### config.mk
export PLATFORM = sky130hd
export DESIGN_NAME = dso_status_output
export DESIGN_NICKNAME = d
export VERILOG_FILES = /design/src/dso_pkg.sv /design/src/dso_status_output.sv
export SDC_FILE = /design/constraint.sdc
export NUM_CORES = 2
export LEC_CHECK = 0
export ABC_AREA = 1
export BUFFER_PORTS_ARGS = -buffer_cell sky130_fd_sc_hd__buf_2
export CAP_MARGIN = 10
export CORE_MARGIN = 2
export CORE_UTILIZATION = 35
export DETAILED_ROUTE_END_ITERATION = 8
export SKIP_CTS_REPAIR_TIMING = 1
export SLEW_MARGIN = 0
export SYNTH_ARGS = -nofsm -noshare
export SYNTH_HDL_FRONTEND = slang
export SYNTH_SLANG_ARGS = --single-unit
### constraint.sdc
create_clock -name CORE_CLK -period 11.9 [get_ports CORE_CLK]
set_input_delay 0.595 -clock CORE_CLK [delete_from_list [all_inputs] [get_ports CORE_CLK]]
set_output_delay 0.595 -clock CORE_CLK [all_outputs]
set_load 0.01 [all_outputs]
### src/dso_pkg.sv
// constants for the drive status and monitor output block
package dso_pkg;
	// register byte offsets
	localparam logic [7:0] DSO_OFS_CTRL = 8'h00;
	localparam logic [7:0] DSO_OFS_OL_LEVEL = 8'h04;
	localparam logic [7:0] DSO_OFS_ARRIVAL = 8'h08;
	localparam logic [7:0] DSO_OFS_PID_LEVEL = 8'h0C;
	localparam logic [7:0] DSO_OFS_THM_LEVEL = 8'h10;
	localparam logic [7:0] DSO_OFS_ANALOG_SEL = 8'h14;
	localparam logic [7:0] DSO_OFS_FLAGS = 8'h18;
	localparam logic [7:0] DSO_OFS_IRQ_STATUS = 8'h1C;
	localparam logic [7:0] DSO_OFS_IRQ_CLEAR = 8'h20;
	localparam logic [7:0] DSO_OFS_IRQ_ENABLE = 8'h24;
	// control, analog select and arrival register field positions
	localparam int DSO_POS_OPT0 = 0;
	localparam int DSO_POS_OPT1 = 8;
	localparam int DSO_POS_POL = 16;
	localparam int DSO_POS_OL_MODE = 20;
	localparam int DSO_POS_RUN_SRC = 24;
	localparam int DSO_POS_ANA_FM = 0;
	localparam int DSO_POS_ANA_AM = 8;
	localparam int DSO_POS_ANA_AMI = 16;
	localparam int DSO_POS_DEC_THR = 16;
	// output option codes
	localparam logic [4:0] DSO_OPT_FA1 = 5'h01;
	localparam logic [4:0] DSO_OPT_FA2 = 5'h02;
	localparam logic [4:0] DSO_OPT_OL = 5'h03;
	localparam logic [4:0] DSO_OPT_PID = 5'h04;
	localparam logic [4:0] DSO_OPT_THM = 5'h0D;
	localparam logic [4:0] DSO_OPT_RUN_SRC = 5'h1B;
	localparam logic [2:0] DSO_RUN_SRC_KEYPAD = 3'h2;
	// analog selection codes
	localparam logic [2:0] DSO_ANA_FREQ = 3'h0;
	localparam logic [2:0] DSO_ANA_CURRENT = 3'h1;
	localparam logic [2:0] DSO_ANA_UNUSED = 3'h2;
	localparam logic [2:0] DSO_ANA_DIGITAL = 3'h3;
	localparam logic [2:0] DSO_ANA_VOLTAGE = 3'h4;
	localparam logic [2:0] DSO_ANA_POWER = 3'h5;
	localparam logic [2:0] DSO_ANA_THERMAL = 3'h6;
	localparam logic [2:0] DSO_ANA_RAMP = 3'h7;
	// full scales and limits in 0.1 percent units, thermal limit in 1 percent units
	localparam logic [15:0] DSO_FULL_200 = 16'h07D0;
	localparam logic [15:0] DSO_FULL_100 = 16'h03E8;
	localparam logic [11:0] DSO_OL_MAX = 12'h7D0;
	localparam logic [10:0] DSO_PID_MAX = 11'h3E8;
	localparam logic [7:0] DSO_THM_MAX = 8'h64;
	// values after reset
	localparam logic [10:0] DSO_RST_OL_LEVEL = 11'h3E8;
	localparam logic [15:0] DSO_RST_ARRIVAL = 16'h0000;
	localparam logic [9:0] DSO_RST_PID_LEVEL = 10'h01E;
	localparam logic [6:0] DSO_RST_THM_LEVEL = 7'h50;
	localparam logic DSO_RST_OL_MODE = 1'b1;
	localparam logic [2:0] DSO_RST_RUN_SRC = 3'h1;
	localparam int DSO_NUM_EV = 5;
endpackage

### src/dso_status_output.sv
// status flags, terminal outputs and analog monitors of the drive, with an APB register file
// What this block does
// - option 13 drives the thermal warning flag while thermal accumulation exceeds its limit.
// - option 27 flag is on while the run source selector holds keypad code 02.
// - run source flag is off for selector codes 01, 03, 04 and 05.
// - network writes that assign or remove option 27 are refused; reads still answered.
// - analog code 00 shows frequency to maximum, code 01 current to 200 percent.
// - analog code 03, digital frequency, is accepted only on the frequency meter output.
// - codes 04 to 07 show voltage, input power, thermal overload and ramp frequency.
// - overload flag is on while current exceeds the level, settable 0 to 200 percent.
// - the overload flag only warns; it never trips nor limits current.
// - overload mode 00 compares during ramps, 01 at constant speed; default 01.
// - arrival flag rises on the accel threshold and falls on the decel threshold, both 0.
// - option 04 flag is on while the PID error magnitude exceeds the deviation level.
// - deviation level ranges 0.0 to 100 percent in 0.1 percent steps, reset 3.0.
// - thermal warning threshold ranges 0 to 100 percent and resets to 80.
// - each status terminal has a polarity: 00 normally open, 01 inverts the sense.
`timescale 1ns/100ps
module dso_status_output import dso_pkg::*; (
	input wire logic CORE_CLK,
	input wire logic RESET_N,
	input wire logic CE,
	input wire logic PSEL,
	input wire logic PENABLE,
	input wire logic PWRITE,
	input wire logic [7:0] PADDR,
	input wire logic [31:0] PWDATA,
	input wire logic NET_ACCESS,
	output logic [31:0] PRDATA,
	output logic PREADY,
	output logic PSLVERR,
	input wire logic [15:0] OUT_FREQ,
	input wire logic [15:0] MAX_FREQ,
	input wire logic [15:0] RAMP_FREQ,
	input wire logic [11:0] MOTOR_CURRENT,
	input wire logic [11:0] OUT_VOLTAGE,
	input wire logic [11:0] INPUT_POWER,
	input wire logic [11:0] THERMAL_ACCUM,
	input wire logic [11:0] PID_SETPOINT,
	input wire logic [11:0] PID_PROCESS,
	input wire logic ACCELERATING,
	input wire logic DECELERATING,
	output logic THERMAL_WARNING_FLAG,
	output logic RUN_SOURCE_MONITOR_FLAG,
	output logic OVERLOAD_WARNING_FLAG,
	output logic FREQUENCY_ARRIVAL_FLAG,
	output logic PID_DEVIATION_FLAG,
	output logic [1:0] TERM_OUT,
	output logic FREQUENCY_METER_OUTPUT,
	output logic VOLTAGE_METER_OUTPUT,
	output logic CURRENT_METER_OUTPUT,
	output logic IRQ
);
	logic [1:0][4:0] term_opt;
	logic [1:0] term_pol;
	logic ol_mode;
	logic [2:0] run_src;
	logic [10:0] ol_level;
	logic [15:0] acc_thr;
	logic [15:0] dec_thr;
	logic [9:0] pid_level;
	logic [6:0] thm_level;
	logic [2:0][2:0] ana_sel;
	logic [DSO_NUM_EV-1:0] irq_status;
	logic [DSO_NUM_EV-1:0] irq_enable;
	logic [DSO_NUM_EV-1:0] ev;
	logic [DSO_NUM_EV-1:0] clr;
	logic [1:0][4:0] new_opt;
	logic [2:0][2:0] new_ana;
	logic setup;
	logic done;
	logic wr_ok;
	logic net_reject;
	logic next_err;
	logic [31:0] next_rdata;
	logic [11:0] wr_ol;
	logic [10:0] wr_pid;
	logic [7:0] wr_thm;
	logic [11:0] pid_err;
	logic [9:0] pwm_cnt;
	logic [16:0] dig_acc;

	// apb phases and write checks
	assign setup = PSEL & ~PENABLE;
	assign done = PSEL & PENABLE & PREADY;
	assign new_opt[0] = PWDATA[DSO_POS_OPT0+:5];
	assign new_opt[1] = PWDATA[DSO_POS_OPT1+:5];
	assign new_ana[0] = PWDATA[DSO_POS_ANA_FM+:3];
	assign new_ana[1] = PWDATA[DSO_POS_ANA_AM+:3];
	assign new_ana[2] = PWDATA[DSO_POS_ANA_AMI+:3];
	assign wr_ol = (PWDATA[11:0] > DSO_OL_MAX) ? DSO_OL_MAX : PWDATA[11:0];
	assign wr_pid = (PWDATA[10:0] > DSO_PID_MAX) ? DSO_PID_MAX : PWDATA[10:0];
	assign wr_thm = (PWDATA[7:0] > DSO_THM_MAX) ? DSO_THM_MAX : PWDATA[7:0];
	assign net_reject = PWRITE & NET_ACCESS & (PADDR == DSO_OFS_CTRL)
		& (((term_opt[0] == DSO_OPT_RUN_SRC) != (new_opt[0] == DSO_OPT_RUN_SRC))
		| ((term_opt[1] == DSO_OPT_RUN_SRC) != (new_opt[1] == DSO_OPT_RUN_SRC)));
	assign wr_ok = done & PWRITE & ~PSLVERR & CE;

	// read mux and error decode
	always_comb begin
		next_rdata = 32'h00000000;
		next_err = 1'b0;
		unique case (PADDR)
			DSO_OFS_CTRL: begin
				next_rdata[DSO_POS_OPT0+:5] = term_opt[0];
				next_rdata[DSO_POS_OPT1+:5] = term_opt[1];
				next_rdata[DSO_POS_POL+:2] = term_pol;
				next_rdata[DSO_POS_OL_MODE] = ol_mode;
				next_rdata[DSO_POS_RUN_SRC+:3] = run_src;
				next_err = net_reject;
			end
			DSO_OFS_OL_LEVEL: next_rdata[10:0] = ol_level;
			DSO_OFS_ARRIVAL: next_rdata = {dec_thr, acc_thr};
			DSO_OFS_PID_LEVEL: next_rdata[9:0] = pid_level;
			DSO_OFS_THM_LEVEL: next_rdata[6:0] = thm_level;
			DSO_OFS_ANALOG_SEL: begin
				next_rdata[DSO_POS_ANA_FM+:3] = ana_sel[0];
				next_rdata[DSO_POS_ANA_AM+:3] = ana_sel[1];
				next_rdata[DSO_POS_ANA_AMI+:3] = ana_sel[2];
				// code 03 only on the frequency meter, code 02 undefined anywhere
				next_err = PWRITE & ((new_ana[0] == DSO_ANA_UNUSED)
					| (new_ana[1] == DSO_ANA_UNUSED) | (new_ana[1] == DSO_ANA_DIGITAL)
					| (new_ana[2] == DSO_ANA_UNUSED) | (new_ana[2] == DSO_ANA_DIGITAL));
			end
			DSO_OFS_FLAGS: next_rdata[4:0] = {PID_DEVIATION_FLAG, FREQUENCY_ARRIVAL_FLAG,
				OVERLOAD_WARNING_FLAG, RUN_SOURCE_MONITOR_FLAG, THERMAL_WARNING_FLAG};
			DSO_OFS_IRQ_STATUS: next_rdata[DSO_NUM_EV-1:0] = irq_status;
			DSO_OFS_IRQ_CLEAR: next_rdata = 32'h00000000;
			DSO_OFS_IRQ_ENABLE: next_rdata[DSO_NUM_EV-1:0] = irq_enable;
			default: next_err = 1'b1;
		endcase
	end

	// apb answer one cycle after setup
	always_ff @(posedge CORE_CLK) begin
		if (!RESET_N) begin
			PREADY <= 1'b0;
			PSLVERR <= 1'b0;
			PRDATA <= 32'h00000000;
		end else if (CE) begin
			PREADY <= setup & ~PREADY;
			if (setup) begin
				PSLVERR <= next_err;
				PRDATA <= PWRITE ? 32'h00000000 : next_rdata;
			end
		end
	end

	// configuration registers
	always_ff @(posedge CORE_CLK) begin
		if (!RESET_N) begin
			term_opt <= '0;
			term_pol <= 2'h0;
			ol_mode <= DSO_RST_OL_MODE;
			run_src <= DSO_RST_RUN_SRC;
			ol_level <= DSO_RST_OL_LEVEL;
			acc_thr <= DSO_RST_ARRIVAL;
			dec_thr <= DSO_RST_ARRIVAL;
			pid_level <= DSO_RST_PID_LEVEL;
			thm_level <= DSO_RST_THM_LEVEL;
			ana_sel <= '0;
			irq_enable <= '0;
		end else if (wr_ok) begin
			unique case (PADDR)
				DSO_OFS_CTRL: begin
					term_opt <= new_opt;
					term_pol <= PWDATA[DSO_POS_POL+:2];
					ol_mode <= PWDATA[DSO_POS_OL_MODE];
					run_src <= PWDATA[DSO_POS_RUN_SRC+:3];
				end
				DSO_OFS_OL_LEVEL: ol_level <= wr_ol[10:0];
				DSO_OFS_ARRIVAL: begin
					acc_thr <= PWDATA[15:0];
					dec_thr <= PWDATA[DSO_POS_DEC_THR+:16];
				end
				DSO_OFS_PID_LEVEL: pid_level <= wr_pid[9:0];
				DSO_OFS_THM_LEVEL: thm_level <= wr_thm[6:0];
				DSO_OFS_ANALOG_SEL: ana_sel <= new_ana;
				DSO_OFS_IRQ_ENABLE: irq_enable <= PWDATA[DSO_NUM_EV-1:0];
				default: ;
			endcase
		end
	end

	// pid error magnitude
	assign pid_err = (PID_SETPOINT > PID_PROCESS) ? PID_SETPOINT - PID_PROCESS : PID_PROCESS - PID_SETPOINT;

	// status flags, registered once per cycle; overload feeds only flags, terminals and interrupts
	always_ff @(posedge CORE_CLK) begin
		if (!RESET_N) begin
			THERMAL_WARNING_FLAG <= 1'b0;
			RUN_SOURCE_MONITOR_FLAG <= 1'b0;
			OVERLOAD_WARNING_FLAG <= 1'b0;
			FREQUENCY_ARRIVAL_FLAG <= 1'b0;
			PID_DEVIATION_FLAG <= 1'b0;
		end else if (CE) begin
			THERMAL_WARNING_FLAG <= THERMAL_ACCUM > 12'(thm_level) * 12'h00A;
			RUN_SOURCE_MONITOR_FLAG <= run_src == DSO_RUN_SRC_KEYPAD;
			OVERLOAD_WARNING_FLAG <= (MOTOR_CURRENT > 12'(ol_level))
				& (ol_mode ? ~(ACCELERATING | DECELERATING) : (ACCELERATING | DECELERATING));
			if (ACCELERATING & (OUT_FREQ >= acc_thr))
				FREQUENCY_ARRIVAL_FLAG <= 1'b1;
			else if (DECELERATING & (OUT_FREQ < dec_thr))
				FREQUENCY_ARRIVAL_FLAG <= 1'b0;
			PID_DEVIATION_FLAG <= pid_err > 12'(pid_level);
		end
	end

	// terminal function select with polarity
	always_ff @(posedge CORE_CLK) begin
		if (!RESET_N) begin
			TERM_OUT <= 2'h0;
		end else if (CE) begin
			for (int i = 0; i < 2; i++) begin
				unique case (term_opt[i])
					DSO_OPT_FA1, DSO_OPT_FA2: TERM_OUT[i] <= FREQUENCY_ARRIVAL_FLAG ^ term_pol[i];
					DSO_OPT_OL: TERM_OUT[i] <= OVERLOAD_WARNING_FLAG ^ term_pol[i];
					DSO_OPT_PID: TERM_OUT[i] <= PID_DEVIATION_FLAG ^ term_pol[i];
					DSO_OPT_THM: TERM_OUT[i] <= THERMAL_WARNING_FLAG ^ term_pol[i];
					DSO_OPT_RUN_SRC: TERM_OUT[i] <= RUN_SOURCE_MONITOR_FLAG ^ term_pol[i];
					default: TERM_OUT[i] <= term_pol[i];
				endcase
			end
		end
	end

	// interrupt events on rising edges of all flags but run source, and on every error response; set wins over clear
	assign ev = {done & PSLVERR & CE, PID_DEVIATION_FLAG, FREQUENCY_ARRIVAL_FLAG,
		OVERLOAD_WARNING_FLAG, THERMAL_WARNING_FLAG};
	assign clr = (wr_ok && PADDR == DSO_OFS_IRQ_CLEAR) ? PWDATA[DSO_NUM_EV-1:0] : '0;
	logic [DSO_NUM_EV-2:0] flag_d;
	always_ff @(posedge CORE_CLK) begin
		if (!RESET_N) begin
			flag_d <= '0;
			irq_status <= '0;
			IRQ <= 1'b0;
		end else if (CE) begin
			flag_d <= ev[DSO_NUM_EV-2:0];
			irq_status <= (irq_status & ~clr) | {ev[DSO_NUM_EV-1], ev[DSO_NUM_EV-2:0] & ~flag_d};
			IRQ <= |(irq_status & irq_enable);
		end
	end

	// pwm carrier and digital frequency accumulator
	always_ff @(posedge CORE_CLK) begin
		if (!RESET_N) begin
			pwm_cnt <= 10'h000;
			dig_acc <= 17'h00000;
		end else if (CE) begin
			pwm_cnt <= pwm_cnt + 10'h001;
			dig_acc <= dig_acc + {1'b0, OUT_FREQ};
		end
	end

	// three monitor channels: scale selected quantity onto pwm duty
	logic [2:0] mon;
	for (genvar k = 0; k < 3; k++) begin : g_mon
		logic [15:0] val;
		logic [15:0] full;
		always_comb begin
			val = 16'h0000;
			full = DSO_FULL_100;
			unique case (ana_sel[k])
				DSO_ANA_FREQ, DSO_ANA_DIGITAL: begin
					val = OUT_FREQ;
					full = MAX_FREQ;
				end
				DSO_ANA_CURRENT: begin
					val = {4'h0, MOTOR_CURRENT};
					full = DSO_FULL_200;
				end
				DSO_ANA_VOLTAGE: val = {4'h0, OUT_VOLTAGE};
				DSO_ANA_POWER: begin
					val = {4'h0, INPUT_POWER};
					full = DSO_FULL_200;
				end
				DSO_ANA_THERMAL: val = {4'h0, THERMAL_ACCUM};
				DSO_ANA_RAMP: begin
					val = RAMP_FREQ;
					full = MAX_FREQ;
				end
				default: ;
			endcase
		end
		always_ff @(posedge CORE_CLK) begin
			if (!RESET_N)
				mon[k] <= 1'b0;
			else if (CE)
				mon[k] <= (k == 0 && ana_sel[k] == DSO_ANA_DIGITAL) ? dig_acc[16] :
					(26'(pwm_cnt) * 26'(full)) < {val, 10'h000};
		end
	end
	assign FREQUENCY_METER_OUTPUT = mon[0];
	assign VOLTAGE_METER_OUTPUT = mon[1];
	assign CURRENT_METER_OUTPUT = mon[2];
endmodule

; Word level (Yosys, flattened, before mapping)
; Index checks and enable logic that the tools add are counted.
[word_totals]
register_bits = 171
in_bits = 169
output_inout_bits = 45
elab_cells = 204
[classes]
addsub = 4
multipliers = 4
magnitude_cmp = 12
n_eq_ne = 49
muxes = 34
n_bitwise = 42
reduce_logical = 28
[ops]
columns = operator, n
row1 = 16-bit one-hot mux with 6 select lines, 3
row2 = 16-bit one-hot mux with 2 select lines, 3
row3 = 26-bit less-than comparator, 3
row4 = 10-bit by 16-bit multiplier with 26-bit output, 3
row5 = "3-bit equality test, second input constant", 12
row6 = "8-bit by 5-bit equality test with 1-bit output, second input constant", 4
row7 = 32-bit 2-to-1 mux, 1
row8 = "3-bit by 2-bit equality test with 1-bit output, second input constant", 9
row9 = 3-bit one-hot mux with 9 select lines, 1
row10 = 12-bit by 11-bit greater-than comparator with 1-bit output, 2
row11 = 12-bit subtractor, 2
row12 = "5-bit by 2-bit equality test with 1-bit output, second input constant", 4
row13 = "5-bit equality test, second input constant", 4
row14 = 2-bit AND reduction, 9
row15 = 17-bit by 16-bit adder with 17-bit output, 1
row16 = 1-bit AND, 16
row17 = "8-bit by 4-bit equality test with 1-bit output, second input constant", 2
row18 = "8-bit by 6-bit equality test with 1-bit output, second input constant", 2
row19 = 16-bit >= comparator, 1
row20 = 16-bit less-than comparator, 1
row21 = 2-bit one-hot mux with 8 select lines, 1
row22 = 2-bit OR reduction, 8
row23 = 12-bit by 10-bit greater-than comparator with 1-bit output, 1
row24 = "12-bit by 11-bit greater-than comparator with 1-bit output, second input constant", 1
row25 = 42 further kinds, 79

; Longest topological paths before layout
[logic_depth]
depth_word = 10
mapped_depth = 41
mapped_depth_nobuf = 41

; Worst setup path before layout
; No wires, ideal clock.
[synth_timing]
path_type = register -> register
start = register ana_sel[8] (netlist bit)
end = register mon[2] (netlist: CURRENT_METER_OUTPUT)
t_arrival_ps = 6408
required_time_ps = 11830
slack_ps = 5422
path_stages_with_launch = 33
synth_period_minus_slack_ps = 6478
cell_sequence = dfxtp_1 -> inv_2 -> a21oi_4 -> clkbuf_1 -> nor2_1 -> inv_1 -> nand2_1 -> fa_1 -> inv_1 -> fa_1 -> inv_1 -> fa_1 -> fa_1 -> inv_1 -> fa_1 -> ha_1 -> a21oi_1 -> inv_1 -> o21ai_0 -> o211ai_1 -> a21oi_1 -> inv_2 -> a21oi_1 -> o31ai_1 -> xor2_1 -> ha_1 -> a21oi_1 -> nor2_1 -> a211oi_1 -> o221ai_1 -> nor2_1 -> nand2_1 -> a21oi_1
[synth_between]
elab_chain_len = 5
word_cells_on_any_way = 14
cone_classes = 1 x mul / 1 x order compare / 6 x eq/ne / 2 x mux / 4 x reduce/logical
[synth_lines]
columns = element, line_no
row1 = start: declaration, dso_status_output.sv:63  ; logic [2:0][2:0] ana_sel;
row2 = start signal: assignment, dso_status_output.sv:178  ; DSO_OFS_ANALOG_SEL: ana_sel <= new_ana;
row3 = "3-bit equality test, or another cell as far along", dso_status_output.sv:263  ; unique case (ana_sel[k])
row4 = 3-bit OR reduction (no line) or 2-bit OR reduction (tied branches), n/a
row5 = 16-bit one-hot mux with 2 select lines, dso_status_output.sv:263
row6 = 10-bit by 16-bit multiplier with 26-bit output, dso_status_output.sv:290  ; (26'(pwm_cnt) * 26'(full)) < {val, 10'h000};
row7 = 26-bit less-than comparator *, dso_status_output.sv:290
row8 = end signal: indexed assignment, dso_status_output.sv:289  ; mon[k] <= (k == 0 && ana_sel[k] == DSO_ANA_DIGITAL) ? dig_acc[16] :
row9 = end: declaration, dso_status_output.sv:256  ; logic [2:0] mon;
; Every way passes the cells marked *; elsewhere a longest branch is shown, timed or not.
; A chain may end at the register's enable or synchronous reset.

; Worst setup path in the final report
; Ends and elaborated chain as after synthesis.

==> key figures <==
Synth
  – Post-synth top flop: dfxtp_1
  – Post-synth EDFFs: 0
  – Register area share after synthesis: about an eighth
  – Cells after Synth: between 3000 and 4000
  – Largest family of logic cells by synthesized area: adder cells
  – Syn_area_per_cell: approximately 7.4 µm²
  – Fraction of registers with async set/reset: 0%
  – Synth cell count leaders: 740 x inv_1, 630 x nand2_1, 449 x nor2_1, 334 x ha_1, 331 x fa_1
  – Count leader, synth: inv_1
  – Multiplexer share of the synthesized area: less than 1%
  – Synth cell types: slightly above 60
  – Synth Register Bits: around 170
  – Synth Area in Compound Gates: 15.61%
  – Top cells by area, synth: fa_1 24%, ha_1 15%, dfxtp_1 12%
  – Top cell type's share of synthesized area: about a quarter
  – Syn nets: 4577
  – Yosys Warn Count: 0
  – Cell accounting for the most synthesized area: fa_1
  – XOR/XNOR Fraction of Synth Area: approximately 2.6%
  – Synthesized area: about 28000 µm²
  – Synth Area in Adders: approximately two fifths
  – Simple-Gate Fraction of Synth Area: 18.37%

Final layout
  – Final Util: about two fifths
  – Synth-to-Final Area Change: 10.36%
  – Fillers: 8223
  – Final nets: ~4700
  – Post-route cell area: between 30000 and 40000 µm²
  – Share of cells above drive strength 1: around 9.2%

GRT
  – M1 GR Usage: between 30% and 40%
  – Total congestion overflow: 0
  – First-pass GRT wire length: 153200 µm
  – Met3 Use GR: about 5%
  – Gr busiest metal: met2
  – Antenna violations before repair: 16
  – Largest net degree at the start of global routing: 85
  – M2 GR Usage: between 30% and 40%
  – GRT Util Overall: 24.45%
  – Vias in the first global route: 25980

Timing
  – Final Critical Period: approximately 7.9 ns
  – Measured slew at the worst slew-check pin: around 1.2 ns
  – RSZ-0062 raised after global routing: no
  – Fmax achieved: roughly 0.13 GHz
  – Setup TNS: 0 ns
  – Final Slew Violations: 0
  – Fin. Hold Viols: 0
  – Slew HR: roughly 20%
  – Final setup viols: 0
  – Clk_skew: between 0.015 and 0.02 ns
  – Tcrit/Tclk final: approximately two thirds

Drt
  – Residual DRC count: 0
  – Vias/cell: ~5.3
  – Pre-Repair DR Iteration Count: 6
  – Vias: roughly 26000
  – Antenna Nets Post-Route: 0
  – Drt wl/cell: 20.03 µm
  – Drt total wl: roughly 100000 µm
  – 1st-iter DRT viols: around 2100

Outcome
  – Status: completed

CTS
  – CTS root buffer: clkbuf_16
  – Clock Tree Buf Depth: 2
  – Clock-pin slew on the worst setup and hold paths: 0.08 ns
  – Clk_lat worst skew: ~0.48 ns
  – CTS H-tree lvls: 4
  – Sink Count: between 150 and 200
  – CTS tree: yes
  – Cts bufs inserted: 17

Worst setup path
  – Bufs and invs on worst path: 7
  – Slowest-stage cell, CP: a21oi_1
  – Largest stage delay, worst path: between 0.5 and 0.6 ns
  – Crit. End Element: register
  – Worst path required time: about 12 ns
  – Capturing point of the worst reg2reg path: CURRENT_METER_OUTPUT
  – Reg2Reg Depth: 32
  – Setup crit start kind: register
  – Critical Path Source: ana_sel[8]
  – Worst-path maximum fanout: 16
  – WS Path Type: register to register
  – Worst R2R Setup Slack: 4.02 ns
  – Worst R2R Start: ana_sel[8]
  – Arr. time, crit path: 8.27 ns
  – Kind of cell adding the most delay to the critical path: adder cells

Floorplan
  – IO Count: ~210
  – Site Rows: 103
  – Initial Util: between 30% and 40%
  – Core box area: 78740 µm²
  – Chip Width: 285.4 µm
  – Die height: 285.4 µm
  – Die area: between 80000 and 90000 µm²

Pwr
  – Pwr Total: 1.741 mW
  – Pwr/cell area: approximately 57 nW/µm²
  – Psw: 635.7 µW
  – Comb pwr share: between 20% and 30%
  – Part of the power in registers: 34.1%
  – Leakage power: roughly 16 nW
  – Switching Fraction: ~37%
  – Max rail drop VDD: 106.6 µV
  – Clock network fraction of total power: between 30% and 40%
  – Internal power contribution: ~1.1 mW

Job
  – Max-cap check violation count: 0

Place
  – Placed cell areas: 29940 µm²
  – PortBufs: roughly 210
  – Final RePlAce weighted congestion: about 1.0
  – Detailed Place HPWL: roughly 81000 µm

Hold path
  – Hold_sp: PWDATA[8]
  – WHS Endpoint: ol_level[8]
  – Worst hold path stage count: 3
  – Hold Path Class: primary input to register
## worst max path at each step
stage                        endpoint  cells past startpoint
6_report         CURRENT_METER_OUTPUT                     32
5_1_grt          CURRENT_METER_OUTPUT                     31
4_1_cts          CURRENT_METER_OUTPUT                     31
3_5_place_dp     CURRENT_METER_OUTPUT                     31
3_3_place_gp   FREQUENCY_METER_OUTPUT                     33
2_1_floorplan    CURRENT_METER_OUTPUT                     32
## sequential cells by signal, summed over array words and instances, names as in the netlist, 2 cells and up
signal      cells
TERM_OUT        2
term_opt       10
ana_sel         9
ol_level       11
irq_status      5
acc_thr        16
dec_thr        16
run_src         3
dig_acc        17
pid_level      10
PRDATA         32
irq_enable      5
flag_d          4
pwm_cnt        10
term_pol        2
thm_level       7
## cell families (layout without fill, tap and decap cells)
kind of cell | Yosys count | count (layout)
AND/OR/NAND/NOR | 1252 | 1252
multiplexers | 3 | 3
XOR/XNOR | 81 | 81
buffers and inverters | 879 | 1047
flip-flops | 171 | 171
adder cells (fa/ha/maj) | 665 | 665
other | 0 | 8
AO/OA/AOI/OAI | 692 | 692
## cell type report
class	instances	area [µm²]	share of cell area, %
timing repair buffer	251	1349	4.410
clock buffer	20	466.7	1.526
sequential	171	3425	11.20
multi-input combinational	2693	20980	68.59
clock inverter	11	157.7	0.5154
antenna	8	20.02	0.06545
tap	1050	1314	4.295
inverter	765	2877	9.404
## through the flow
step                std cells  setup slack, ns  hold WS [ns]
floorplan                3743            5.422        0.4364
global placement         4929            4.217        0.4446
detailed placement       4929            4.114        0.4476
CTS                      4960            4.072        0.3419
global route             4964            3.465        0.3861
finish                   4969            4.019        0.3599
## power by group through the flow
stage          Combinational (mW)  Sequential (mW)  Clock (mW)
3_5_place_dp                0.513            0.606           0
2_1_floorplan               0.324            0.604           0
6_report                    0.521            0.593       0.627
4_1_cts                     0.517            0.593       0.631
5_1_grt                     0.584            0.594       0.648
3_3_place_gp                0.509            0.606           0
## routing by layer
metal / part of all wire, % / vias up / wire (µm)
li1: - / 12330 / -
met1: 42 / 12460 / 41530
met2: 45 / 1160 / 45130
met3: 9.0 / 225 / 8977
met4: 3.8 / 12 / 3814
met5: 0.079 / - / 79
## cells in the final DEF, fill, tap and decap left out, drive strengths merged, types with 5 or more instances in the layout
| cell | netlist | layout |
|---|---|---|
| a2111oi | 12 | 12 |
| a211oi | 45 | 45 |
| a21boi | 7 | 7 |
| a21o | 8 | 8 |
| a21oi | 248 | 248 |
| a221oi | 33 | 33 |
| a22oi | 39 | 39 |
| a31oi | 13 | 13 |
| a32oi | 7 | 7 |
| buf | 16 | 250 |
| clkbuf | 98 | 21 |
| clkinv | 9 | 11 |
| dfxtp | 171 | 171 |
| diode | 0 | 8 |
| fa | 331 | 331 |
| ha | 334 | 334 |
| inv | 756 | 761 |
| nand2 | 639 | 639 |
| nand3 | 66 | 66 |
| nand4 | 29 | 29 |
| nor2 | 461 | 461 |
| nor3 | 46 | 46 |
| nor4 | 6 | 6 |
| o2111ai | 11 | 11 |
| o211ai | 20 | 20 |
| o21a | 6 | 6 |
| o21ai | 152 | 152 |
| o21bai | 11 | 11 |
| o221a | 5 | 5 |
| o221ai | 19 | 19 |
| o22ai | 44 | 44 |
| o31ai | 6 | 6 |
| xnor2 | 25 | 25 |
| xor2 | 56 | 56 |
## worst reg2reg max path: cells and delay by family (launching register included)
family,cells,cell delay (ns)
DFF,1,0.47
buffers and inverters,7,0.80
and+or+nand+nor,6,0.51
adders and majority gates,7,3.15
AOI/OAI and AO/OA,11,2.70
xor gates and xnor gates,1,0.16
(Power assumes the default switching activity.)
